<file path="src/hdl/srfi_pkg.sv">
package srfi_pkg;
  // register offsets on the apb bus (byte addresses, index times four)
  localparam logic [7:0] HV_INTERRUPT_STATUS_IDX = 8'h07; // printed index
  localparam logic [9:0] HV_INTERRUPT_STATUS_ADDR = 10'h01c; // index times four
  localparam logic [9:0] IRQ_MASK_ADDR = 10'h020; // interrupt mask word
  localparam logic [9:0] ROW_COLOR_ATTRIBUTE_ADDR = 10'h024; // row colour attribute byte
  localparam logic [9:0] PALETTE_SEL_ADDR = 10'h028; // per-character palette selection
  localparam logic [9:0] DISPLAY_CTRL_ADDR = 10'h02c; // size and progressive controls
  localparam logic [9:0] ROW_COUNT_ADDR = 10'h030; // live scan line count, read only
  // status field positions
  localparam int ROW_FLAG_BIT = 0;
  localparam int FIELD_FLAG_BIT = 1;
  localparam int ROW_IRQ_EN_BIT = 2;
  localparam int PALETTE_MODE_BIT = 3;
  localparam int FRINGE_RGB_LSB = 4;
  localparam int FRINGE_SEL_BIT = 7;
  // row attribute field positions
  localparam int ATTR_BG_LSB = 0;
  localparam int ATTR_BG_EN_BIT = 3;
  localparam int ATTR_FG_LSB = 4;
  localparam int ATTR_FG_OFF_BIT = 7;
  // display control fields
  localparam int DOUBLE_SIZE_BIT = 0;
  localparam int PROGRESSIVE_BIT = 1;
  // reset values
  localparam logic [7:0] STATUS_RESET = 8'h00;
  localparam logic [1:0] MASK_RESET = 2'h3;
  // scan lines per text row
  localparam int LINES_NORMAL = 18;
  localparam int LINES_DOUBLE = 36;
endpackage : srfi_pkg

</file>
<file path="src/hdl/srfi_edge_detect.sv">
`timescale 1ns/1ps
// three-stage pin synchroniser with rising edge pulse
module srfi_edge_detect (
  input wire logic clock_in,
  input wire logic arst_n_in,
  input wire logic pin_in,
  output logic rise_out
);
  logic [2:0] sync; // stage 0 only feeds stage 1
  logic level; // agreed level
  logic [2:0] next_sync;
  logic next_level;
  logic next_rise;

  // agree once stages 1 and 2 match
  always_comb begin
    next_sync = {sync[1:0], pin_in};
    next_level = (sync[2] == sync[1]) ? sync[2] : level;
    next_rise = next_level & ~level;
  end

  // registers only
  always_ff @(posedge clock_in or negedge arst_n_in) begin
    if (!arst_n_in) begin
      sync <= 3'h0;
      level <= 1'b0;
      rise_out <= 1'b0;
    end else begin
      sync <= next_sync;
      level <= next_level;
      rise_out <= next_rise;
    end
  end
endmodule : srfi_edge_detect

</file>
<file path="src/hdl/srfi_color_select.sv">
`timescale 1ns/1ps
// registered colour path: row attribute, palette and fringe choice
module srfi_color_select (
  input wire logic clock_in,
  input wire logic arst_n_in,
  input wire logic [7:0] row_color_attribute_in,
  input wire logic [2:0] palette_sel_in,
  input wire logic palette_mode_in,
  input wire logic fringe_sel_in,
  input wire logic [2:0] fringe_rgb_in,
  input wire logic progressive_in,
  output logic use_palette_out,
  output logic [2:0] fg_rgb_out,
  output logic fg_on_out,
  output logic [2:0] bg_rgb_out,
  output logic bg_on_out,
  output logic [2:0] fringe_color_out,
  output logic fringe_on_out
);
  logic next_use_palette;
  logic next_fg_on;
  logic next_bg_on;
  logic next_fringe_on;
  logic [2:0] next_fringe_color;

  // colour source decision
  always_comb begin
    next_use_palette = palette_mode_in && (palette_sel_in != 3'h0);
    next_fg_on = ~row_color_attribute_in[srfi_pkg::ATTR_FG_OFF_BIT];
    next_bg_on = row_color_attribute_in[srfi_pkg::ATTR_BG_EN_BIT];
    next_fringe_color = fringe_sel_in ? fringe_rgb_in
                      : row_color_attribute_in[srfi_pkg::ATTR_BG_LSB +: 3];
    next_fringe_on = ~progressive_in;
  end

  // registers only
  always_ff @(posedge clock_in or negedge arst_n_in) begin
    if (!arst_n_in) begin
      use_palette_out <= 1'b0;
      fg_rgb_out <= 3'h0;
      fg_on_out <= 1'b0;
      bg_rgb_out <= 3'h0;
      bg_on_out <= 1'b0;
      fringe_color_out <= 3'h0;
      fringe_on_out <= 1'b0;
    end else begin
      use_palette_out <= next_use_palette;
      fg_rgb_out <= row_color_attribute_in[srfi_pkg::ATTR_FG_LSB +: 3];
      fg_on_out <= next_fg_on;
      bg_rgb_out <= row_color_attribute_in[srfi_pkg::ATTR_BG_LSB +: 3];
      bg_on_out <= next_bg_on;
      fringe_color_out <= next_fringe_color;
      fringe_on_out <= next_fringe_on;
    end
  end
endmodule : srfi_color_select

</file>
<file path="src/hdl/srfi_top.sv">
//Contract
// - field interrupt on vertical sync edge
// - row interrupt on row's first hsync
// - normal rows span 18 lines
// - double size rows span 36 lines
// - status bit 2 enables row interrupt
// - bit 1 field flag, write one clears
// - bit 0 row flag, write one clears
// - later interrupt pends until first cleared
// - palette mode 0 uses row attribute
// - palette mode 1 uses nonzero selection
// - bit 7 picks fringe colour source
// - no fringing in progressive mode
// - attribute bits enable foreground and background
`timescale 1ns/1ps
module srfi_top (
  input wire logic clock_in,
  input wire logic arst_n_in,
  input wire logic hsync_in,
  input wire logic vsync_in,
  input wire logic psel,
  input wire logic penable,
  input wire logic pwrite,
  input wire logic [9:0] paddr,
  input wire logic [31:0] pwdata,
  output logic [31:0] prdata,
  output logic pready,
  output logic pslverr,
  output logic irq_out,
  output logic row_start_out,
  output logic field_start_out,
  output logic use_palette_out,
  output logic [2:0] fg_rgb_out,
  output logic fg_on_out,
  output logic [2:0] bg_rgb_out,
  output logic bg_on_out,
  output logic [2:0] fringe_color_out,
  output logic fringe_on_out
);
  // sync edge pulses
  logic hsync_rise;
  logic vsync_rise;
  // software state
  logic [7:0] status; // hv_interrupt_status
  logic [1:0] mask; // bit0 row, bit1 field
  logic [7:0] row_color_attribute;
  logic [2:0] palette_sel;
  logic [1:0] display_ctrl;
  // row tracking
  // six bits cover the longest row, the double size one
  logic [5:0] line_count; // lines into the current row
  logic in_field; // a field has begun
  // pending event behind the one in service
  logic pend_row;
  logic pend_field;
  // next values
  logic [7:0] next_status;
  logic [1:0] next_mask;
  logic [7:0] next_row_color_attribute;
  logic [2:0] next_palette_sel;
  logic [1:0] next_display_ctrl;
  logic [5:0] next_line_count;
  logic next_in_field;
  logic next_pend_row;
  logic next_pend_field;
  logic [31:0] next_prdata;
  logic next_pslverr;
  logic next_irq;
  logic next_row_start;
  logic next_field_start;
  // decoded bus strobes
  // writes land at the access edge, reads are sampled at the setup edge
  logic wr_en;
  logic rd_en;
  logic addr_ok;
  logic row_event;
  logic field_event;
  logic [5:0] row_lines;

  // rows span lines according to character size
  function automatic logic [5:0] srfi_row_len(input logic dbl);
    srfi_row_len = dbl ? 6'(srfi_pkg::LINES_DOUBLE) : 6'(srfi_pkg::LINES_NORMAL);
  endfunction : srfi_row_len

  // address decode
  // unmapped words read zero, ignore writes and raise pslverr
  function automatic logic srfi_mapped(input logic [9:0] a);
    srfi_mapped = (a == srfi_pkg::HV_INTERRUPT_STATUS_ADDR) || (a == srfi_pkg::IRQ_MASK_ADDR) ||
                  (a == srfi_pkg::ROW_COLOR_ATTRIBUTE_ADDR) || (a == srfi_pkg::PALETTE_SEL_ADDR) ||
                  (a == srfi_pkg::DISPLAY_CTRL_ADDR) || (a == srfi_pkg::ROW_COUNT_ADDR);
  endfunction : srfi_mapped

  // synchronise horizontal sync
  // three flops per pin, so sync edges are seen three to four clocks late
  srfi_edge_detect u_hsync (
    .clock_in(clock_in),
    .arst_n_in(arst_n_in),
    .pin_in(hsync_in),
    .rise_out(hsync_rise)
  );

  srfi_edge_detect u_vsync (
    .clock_in(clock_in),
    .arst_n_in(arst_n_in),
    .pin_in(vsync_in),
    .rise_out(vsync_rise)
  );

  // colour path driven by status bits
  // status bits 7 to 3 only steer colour and play no part in interrupts
  srfi_color_select u_color (
    .clock_in(clock_in),
    .arst_n_in(arst_n_in),
    .row_color_attribute_in(row_color_attribute),
    .palette_sel_in(palette_sel),
    .palette_mode_in(status[srfi_pkg::PALETTE_MODE_BIT]),
    .fringe_sel_in(status[srfi_pkg::FRINGE_SEL_BIT]),
    .fringe_rgb_in(status[srfi_pkg::FRINGE_RGB_LSB +: 3]),
    .progressive_in(display_ctrl[srfi_pkg::PROGRESSIVE_BIT]),
    .use_palette_out(use_palette_out),
    .fg_rgb_out(fg_rgb_out),
    .fg_on_out(fg_on_out),
    .bg_rgb_out(bg_rgb_out),
    .bg_on_out(bg_on_out),
    .fringe_color_out(fringe_color_out),
    .fringe_on_out(fringe_on_out)
  );

  // zero wait states: pready is a flop that rises after reset and stays high
  // read data already stands in the access phase, taken at the setup edge
  assign wr_en = psel & penable & pwrite;
  assign rd_en = psel & ~penable & ~pwrite;
  assign addr_ok = srfi_mapped(paddr);
  assign row_lines = srfi_row_len(display_ctrl[srfi_pkg::DOUBLE_SIZE_BIT]);

  // row and field event generation
  // hsync edges before the first vsync are ignored: no row to count from
  // a row is a fixed count of hsync periods; inter-row spacing is not modelled
  always_comb begin
    next_line_count = line_count;
    next_in_field = in_field;
    row_event = 1'b0;
    field_event = 1'b0;
    if (vsync_rise) begin
      field_event = 1'b1;
      next_in_field = 1'b1;
      next_line_count = 6'h00;
    end else if (hsync_rise && in_field) begin
      // first hsync of row starts it
      if (line_count == 6'h00) begin
        row_event = status[srfi_pkg::ROW_IRQ_EN_BIT];
      end
      // wrap after the row's last line
      // the upper guard recovers when the row length shrinks mid row
      if (line_count == row_lines - 6'h01 || line_count >= row_lines) begin
        next_line_count = 6'h00;
      end else begin
        next_line_count = line_count + 6'h01;
      end
    end
  end

  // status, pending and bus writes
  // one pend bit per kind: a repeat of the kind in service merges into its flag
  // pends hold events that came while the other flag was in service, or a row that came beside a new field
  always_comb begin
    next_status = status;
    next_mask = mask;
    next_row_color_attribute = row_color_attribute;
    next_palette_sel = palette_sel;
    next_display_ctrl = display_ctrl;
    next_pend_row = pend_row;
    next_pend_field = pend_field;
    if (wr_en) begin
      unique case (paddr)
        srfi_pkg::HV_INTERRUPT_STATUS_ADDR: begin
          // control fields plain read/write
          next_status[7:2] = pwdata[7:2];
          if (pwdata[srfi_pkg::FIELD_FLAG_BIT]) next_status[srfi_pkg::FIELD_FLAG_BIT] = 1'b0;
          if (pwdata[srfi_pkg::ROW_FLAG_BIT]) next_status[srfi_pkg::ROW_FLAG_BIT] = 1'b0;
        end
        srfi_pkg::IRQ_MASK_ADDR: next_mask = pwdata[1:0];
        srfi_pkg::ROW_COLOR_ATTRIBUTE_ADDR: next_row_color_attribute = pwdata[7:0];
        srfi_pkg::PALETTE_SEL_ADDR: next_palette_sel = pwdata[2:0];
        srfi_pkg::DISPLAY_CTRL_ADDR: next_display_ctrl = pwdata[1:0];
        default: begin
          // unmapped or read-only: no effect
        end
      endcase
    end
    // pended event promoted once both flags clear
    // field pend goes first: a new field restarts the row count anyway
    if (!next_status[1] && !next_status[0]) begin
      if (pend_field) begin
        next_status[srfi_pkg::FIELD_FLAG_BIT] = 1'b1;
        next_pend_field = 1'b0;
      end else if (pend_row) begin
        next_status[srfi_pkg::ROW_FLAG_BIT] = 1'b1;
        next_pend_row = 1'b0;
      end
    end
    // new events: set wins over clear, pend if another in service
    if (field_event) begin
      // pend behind an in-service flag
      // a row flag cleared in this very cycle does not hold the field back
      if (status[srfi_pkg::ROW_FLAG_BIT] && next_status[srfi_pkg::ROW_FLAG_BIT]) begin
        next_pend_field = 1'b1;
      end else begin
        next_status[srfi_pkg::FIELD_FLAG_BIT] = 1'b1;
      end
    end
    // row behind a field in service, or beside a new field, waits in its pend bit
    if (row_event) begin
      if (next_status[srfi_pkg::FIELD_FLAG_BIT] && !field_event) begin
        next_pend_row = 1'b1;
      end else if (field_event) begin
        next_pend_row = 1'b1;
      end else begin
        next_status[srfi_pkg::ROW_FLAG_BIT] = 1'b1;
      end
    end
    // disabling row interrupts drops a pended row
    if (!next_status[srfi_pkg::ROW_IRQ_EN_BIT]) next_pend_row = 1'b0;
  end

  // read data, error and interrupt output
  // prdata keeps its value between reads, so a late master still sees it
  always_comb begin
    next_prdata = prdata;
    next_pslverr = 1'b0;
    if (rd_en) begin
      unique case (paddr)
        srfi_pkg::HV_INTERRUPT_STATUS_ADDR: next_prdata = {24'h000000, status};
        srfi_pkg::IRQ_MASK_ADDR: next_prdata = {30'h00000000, mask};
        srfi_pkg::ROW_COLOR_ATTRIBUTE_ADDR: next_prdata = {24'h000000, row_color_attribute};
        srfi_pkg::PALETTE_SEL_ADDR: next_prdata = {29'h00000000, palette_sel};
        srfi_pkg::DISPLAY_CTRL_ADDR: next_prdata = {30'h00000000, display_ctrl};
        srfi_pkg::ROW_COUNT_ADDR: next_prdata = {25'h0000000, in_field, line_count};
        default: next_prdata = 32'h00000000;
      endcase
    end
    // unmapped access errors in the access phase
    // flagged at the setup edge so it stands while pready is high
    if (psel && !penable && !addr_ok) next_pslverr = 1'b1;
    // irq from field or enabled row
    // mask is the registered value, so a mask write shows one cycle later
    next_irq = (next_status[srfi_pkg::FIELD_FLAG_BIT] & mask[1]) |
               (next_status[srfi_pkg::ROW_FLAG_BIT] & next_status[srfi_pkg::ROW_IRQ_EN_BIT] &
                mask[0]);
    next_row_start = row_event;
    next_field_start = field_event;
  end

  // registers only
  // asynchronous reset loads constants; bus, irq and pulse outputs leave from here, colour outputs from u_color
  always_ff @(posedge clock_in or negedge arst_n_in) begin
    if (!arst_n_in) begin
      status <= srfi_pkg::STATUS_RESET;
      mask <= srfi_pkg::MASK_RESET;
      row_color_attribute <= 8'h00;
      palette_sel <= 3'h0;
      display_ctrl <= 2'h0;
      line_count <= 6'h00;
      in_field <= 1'b0;
      pend_row <= 1'b0;
      pend_field <= 1'b0;
      prdata <= 32'h00000000;
      pready <= 1'b0; // no answers while held in reset
      pslverr <= 1'b0;
      irq_out <= 1'b0;
      row_start_out <= 1'b0;
      field_start_out <= 1'b0;
    end else begin
      status <= next_status;
      mask <= next_mask;
      row_color_attribute <= next_row_color_attribute;
      palette_sel <= next_palette_sel;
      display_ctrl <= next_display_ctrl;
      line_count <= next_line_count;
      in_field <= next_in_field;
      pend_row <= next_pend_row;
      pend_field <= next_pend_field;
      prdata <= next_prdata;
      pready <= 1'b1;
      pslverr <= next_pslverr;
      irq_out <= next_irq;
      row_start_out <= next_row_start;
      field_start_out <= next_field_start;
    end
  end
endmodule : srfi_top

</file>
<file path="config.mk">
export PLATFORM = sky130hd
export DESIGN_NAME = srfi_top
export DESIGN_NICKNAME = d
export VERILOG_FILES = /design/src/hdl/srfi_pkg.sv /design/src/hdl/srfi_edge_detect.sv /design/src/hdl/srfi_color_select.sv /design/src/hdl/srfi_top.sv
export SDC_FILE = /design/constraint.sdc
export NUM_CORES = 1
export LEC_CHECK = 0
export BUFFER_PORTS_ARGS = -buffer_cell sky130_fd_sc_hd__buf_2
export CORE_ASPECT_RATIO = 0.5
export CORE_UTILIZATION = 35
export CTS_CLUSTER_DIAMETER = 150
export DETAILED_ROUTE_END_ITERATION = 8
export PLACE_DENSITY = 0.63
export SKIP_LAST_GASP = 1
export SYNTH_ARGS = -nofsm -noshare
export SYNTH_HDL_FRONTEND = slang
export SYNTH_SLANG_ARGS = --single-unit
</file>
<file path="constraint.sdc">
create_clock -name clock_in -period 2.4 [get_ports clock_in]
set_input_delay 0.48 -clock clock_in [delete_from_list [all_inputs] [get_ports clock_in]]
set_output_delay 0.48 -clock clock_in [all_outputs]
set_load 0.01 [all_outputs]
</file>
After elaboration in Yosys (flattened, before gate mapping)
Cells that the tools add are included.

Bitwise logic cells: 16. $add $sub $neg: 2. Reductions and logical operators: 26. Muxes and demuxes: 35. Equality and inequality tests: 9. Order comparisons: 1.

Operator list (number): $eq A10 B6 Y1 const B (5); $pmux W8 S6 (1); $mux W1 (26); $mux W6 (4); $eq A10 B5 Y1 const B (1); $reduce_and A2 Y1 (5); $and A1 B1 Y1 (9); $mux W3 (3); $logic_and A1 B1 Y1 (7); $add A6 B1 Y6 const B (1); $eq A6 B6 Y1 (1); $ge A6 B6 Y1 (1); $logic_not A6 Y1 (1); $logic_or A1 B1 Y1 (6); $not A1 Y1 (6); $sub A6 B1 Y6 const B (1); $logic_not A1 Y1 (5); $reduce_bool A3 Y1 (1); $eq A1 B1 Y1 (2); $mux W2 (1); $reduce_bool A2 Y1 (1); $or A1 B1 Y1 (1).

Bits in registers: 92. Input bits: 49. Output and inout bits: 50. Logic and storage cells: 118.

Depth between registers and ports, before layout
Depth after elaboration: 15. Gate-level depth with buffers: 7. Gate-level depth less buffers: 7.

Hierarchy
A second synthesis with hierarchy kept.

Cell total of the unflattened synthesis: 251. Area total of the unflattened synthesis: 3164.3 µm².

Modules (own cells, without submodules): srfi_top (area each 2496.1 µm², seq. area each 1128.6 µm², times used 1, cells an instance 218); srfi_color_select (area each 375.4 µm², seq. area each 325.3 µm², times used 1, cells an instance 19); srfi_edge_detect (area each 146.4 µm², seq. area each 125.1 µm², times used 2, cells an instance 7).

Worst setup path after synthesis
No wires, ideal clock.

Path type: input to register. Start point: input paddr[9]. End point: register row_color_attribute[7]. Library setup time: 128 ps. Stages: 5. Setup slack: 459 ps. Data required time: 2272 ps. Buffers on the path: 0. Arrival: 1814 ps. Cell sequence: nor4_4 -> nand4b_1 -> nor3b_4 -> nand2_4 -> mux2_1.

Word-level cells in the longest chain between the ends: 2.

RTL lines: start, declared (line srfi_top.sv:24) `input wire logic [9:0] paddr,`; $eq A10 B6 Y1 (line srfi_top.sv:175) `unique case (paddr)`; $reduce_and A2 Y1 (no source line); end signal, assigned (line srfi_top.sv:276) `row_color_attribute <= next_row_color_attribute;`; end, declared (line srfi_top.sv:46) `logic [7:0] row_color_attribute;`.

Every way passes these cells. A chain may end at the register's enable or synchronous reset.

Worst setup path after layout
Start point: register line_count[2]. End point: register irq_out.

Word-level cells in the longest chain between the ends: 8.

RTL lines: start, declared (line srfi_top.sv:51) `logic [5:0] line_count;`; start signal, assigned (line srfi_top.sv:279) `line_count <= next_line_count;`; $logic_not A6 Y1 (line srfi_top.sv:150) `if (line_count == 6'h00) begin`; $mux W1 (line srfi_top.sv:150); $mux W1 (line srfi_top.sv:148) `end else if (hsync_rise && in_field) begin`; $mux W1 (line srfi_top.sv:144) `if (vsync_rise) begin`; named net next_row_start (line srfi_top.sv:69) `logic next_row_start;`; $mux W1 (line srfi_top.sv:213) `if (row_event) begin`; named net next_status[0] (line srfi_top.sv:57) `logic [7:0] next_status;`; $and A1 B1 Y1 (2 in series) (line srfi_top.sv:248) `(next_status[srfi_pkg::ROW_FLAG_BIT] & next_status[srfi_pkg::ROW_IRQ_EN_BIT] &`; $or A1 B1 Y1 (line srfi_top.sv:247) `next_irq = (next_status[srfi_pkg::FIELD_FLAG_BIT] & mask[1]) |`; named net next_irq (line srfi_top.sv:68) `logic next_irq;`; end signal, assigned (line srfi_top.sv:286) `irq_out <= next_irq;`; end, declared (line srfi_top.sv:29) `output logic irq_out,`.

The timed path passes the listed nets, and every way through them passes these cells.

==> impl_metrics.ini <==
[setup_path]
cp_top_family = simple AND/OR/NAND/NOR gates
startpoint_type = flop
critPathSlowestCell = or4b_1
end_kind = flop
cp.arrival_ns = 2.21
crit_start = line_count[2]$_DFFE_PN0P_
crit_fanout = 8
reg2reg_slack_ns = 0.45
worstRegToRegCells = 5
critPathMaxStageDelay_ns = 0.57
required_ns = 2.66
crit_buf_inv = 0
reg2reg_from = line_count[2]$_DFFE_PN0P_
crit_chain = or4b_1 -> nor4_2 -> nor2_1 -> o31ai_2 -> a32o_1
reg2reg_to = irq_out$_DFF_PN0_
critPathKind = flop to flop

[layout]
final-seq-area_mm2 = 0.00170
multiInputGateArea_mm2 = 0.00123
final_nets = 369
fillCellCount = 773
finalNonFillerCells = 431
diodes = 0
syn_to_final_growth_pct = 20.6
drive_gt1_frac = 0.323

[pwr]
p_leak_nw = 1.82
combPwrFrac = 0.080
seqPwrFrac = 0.446
p_sw_mw = 0.630
vdd_drop_max_mv = 0.434
power.internal_mw = 2.14
powerDensity_mw_per_mm2 = 745
pwr-share-clk = 0.474
switching_share = 0.228

[sta]
rsz0062_at_grt = no
setup_tns_ns = 0
drv_slew = 0
period_minus_slack_ns = 1.95
relSlewSlack = 0.603
fin_skew_ns = 0.00875
fmax_mhz = 513
min_period_over_period = 0.812
tightest_slew_ns = 0.596
hold_viol = 0
setup-violations-final = 0

[grt]
grt-ovfl-total = 0
grt_max_degree = 45
antenna_found_initial = 0
grt_pass1_wl_um = 10600
grt_pass1_vias = 2110
grt_usage = 0.156

[worst_hold_path]
hold_class = input pin to async pin

[synth]
yosysWarnings = 0
ys_seq_area_frac = 0.553
ys_ff_latch = 68
syn_avg_cell_area_um2 = 12.2
ys_types = 51
postSynthCellCount = 253
synth.cell_area_mm2 = 0.00308
synth_edf_count = 0
synth_async_sr_flop_share = 1.00
synth_top_flop_cell = dfrtp_1

[place]
portBuffers = 50
placedCellCount = 415
hpwl_um = 4730
place_congestion = 0.741

[cts]
postCtsSetupRepairBufs = 0
htreeDepth = 3
root_buffer = clkbuf_16
insertion_delay_ns = 0.33
cts.sinks = 68
numCtsBuffers = 9
cts_resized = 0
clk_pin_slew_worst_paths_ns = 0.05
cts_hold_buf = 0
clockBufferDepth = 2
cts_tree = built

[route]
viasPerCell = 4.99
drt_pre_antenna_iters = 5
drcViolationCount = 0
routedWlPerCell_um = 15.5
postRouteAntennaNets = 0
vias = 2152
totalWireLength_um = 6680
drtIter0Drc = 238

[run]
cap_violations = 0

[floorplan]
die_h_um = 68.3
core_mm2 = 0.00826
die_area_mm2 = 0.00920
io_pins = 99
die_x_um = 135
row_count = 23
initial_core_util = 0.373

[run_status]
status = completed
==> cells in the mapped netlist, types with 3 or more instances <==
cell type	count	area, um^2
a21oi_1	8	40.0
a222oi_1	4	40.0
a22oi_1	4	30.0
a31oi_1	4	25.0
buf_4	24	180
clkbuf_1	4	15.0
dfrtp_1	66	1650
ha_1	6	75.1
inv_1	9	33.8
mux2_2	21	236
nand2_1	12	45.0
nand2b_1	3	18.8
nand3_1	6	30.0
nor2_1	16	60.1
nor2b_1	3	18.8
nor3_1	4	20.0
o21ai_0	10	50.1
o31ai_1	4	30.0
==> cell usage in the layout (no fill, tap or decap), drive strengths merged, types with 3 or more instances in the layout <==
master  synthesis  routed
dfrtp          66      66
buf            25      56
conb            2      25
mux2           22      22
nor2           16      16
clkbuf          4      14
nand2          13      13
o21ai          10      10
inv             9       9
a21oi           8       8
nand3           6       6
ha              6       6
o31ai           5       5
nor4            5       5
nor3            4       4
a31oi           4       4
a222oi          4       4
a22oi           4       4
nor2b           3       3
nand2b          3       3
and3            3       3
==> worst reg2reg max path, stage by stage, from the launching register on <==
cell	delay, ns
dfrtp_1	0.46
or4b_1	0.57
nor4_2	0.28
nor2_1	0.12
o31ai_2	0.26
a32o_1	0.20
==> state kept, by name (all words and copies together) (netlist names), 2 cells and up <==
signal / flops
u_color.fg_rgb_out: 3
u_color.fringe_color_out: 3
prdata: 8
palette_sel: 3
u_vsync.sync: 3
u_hsync.sync: 3
status: 8
u_color.bg_rgb_out: 3
mask: 2
line_count: 6
row_color_attribute: 8
display_ctrl: 2
==> final cells by class <==
cell class                      instances  share of cell area
Sequential cell                        68               0.459
Multi-Input combinational cell        170               0.331
Timing Repair Buffer                   56              0.0829
Clock buffer                           14              0.0711
Tap cell                              112              0.0377
Clock inverter                          2             0.00943
Inverter                                9             0.00910
==> logic make-up after synthesis <==
family | after synthesis | synth area share
flip-flops | 68 | 0.553
AND/OR/NAND/NOR | 65 | 0.131
AO/OA/AOI/OAI | 47 | 0.107
buffers and inverters | 38 | 0.0759
multiplexers | 25 | 0.0995
adder cells (fa/ha/maj) | 8 | 0.0309
other | 2 | 0.00244
==> power by group through the flow <==
| stage | logic, mW | clock network [mW] | registers, mW |
|---|---|---|---|
| floorplan | 0.137 | 0 | 1.25 |
| global placement | 0.212 | 0 | 1.25 |
| detailed placement | 0.220 | 0 | 1.25 |
| CTS | 0.222 | 1.33 | 1.23 |
| global route | 0.249 | 1.38 | 1.24 |
| finish | 0.220 | 1.31 | 1.24 |
==> worst max-delay path by stage <==
stage / slack, ns / endpoint / depth (start not counted)
finish: 0.45 / irq_out$_DFF_PN0_ / 5
global route: 0.33 / line_count[2]$_DFFE_PN0P_ / 8
CTS: 0.45 / irq_out$_DFF_PN0_ / 5
detailed placement: 0.23 / palette_sel[2]$_DFFE_PN0P_ / 6
global placement: 0.29 / palette_sel[2]$_DFFE_PN0P_ / 6
floorplan: 0.46 / row_color_attribute[7]$_DFFE_PN0P_ / 5
==> layer usage <==
layer / global-route usage / wire length (um)
met1: 0.190 / 3100
met2: 0.263 / 3100
met3: 0.0452 / 364
met4: 0.0674 / 116
met5: 0 / 0
==> stage by stage <==
stage / cell area, um^2 / hold slack, ns / setup WS (ns) / util / power (mW)
6_report: 3710 / 0.163 / 0.450 / 0.450 / 2.77
5_1_grt: 3710 / 0.205 / 0.329 / 0.450 / 2.87
4_1_cts: 3710 / 0.180 / 0.449 / 0.450 / 2.79
3_5_place_dp: 3410 / 0.340 / 0.225 / 0.413 / 1.47
3_3_place_gp: 3410 / 0.332 / 0.291 / 0.413 / 1.46
2_1_floorplan: 3170 / 0.184 / 0.459 / - / 1.39
Note: power is estimated with default switching activity, not from simulation.
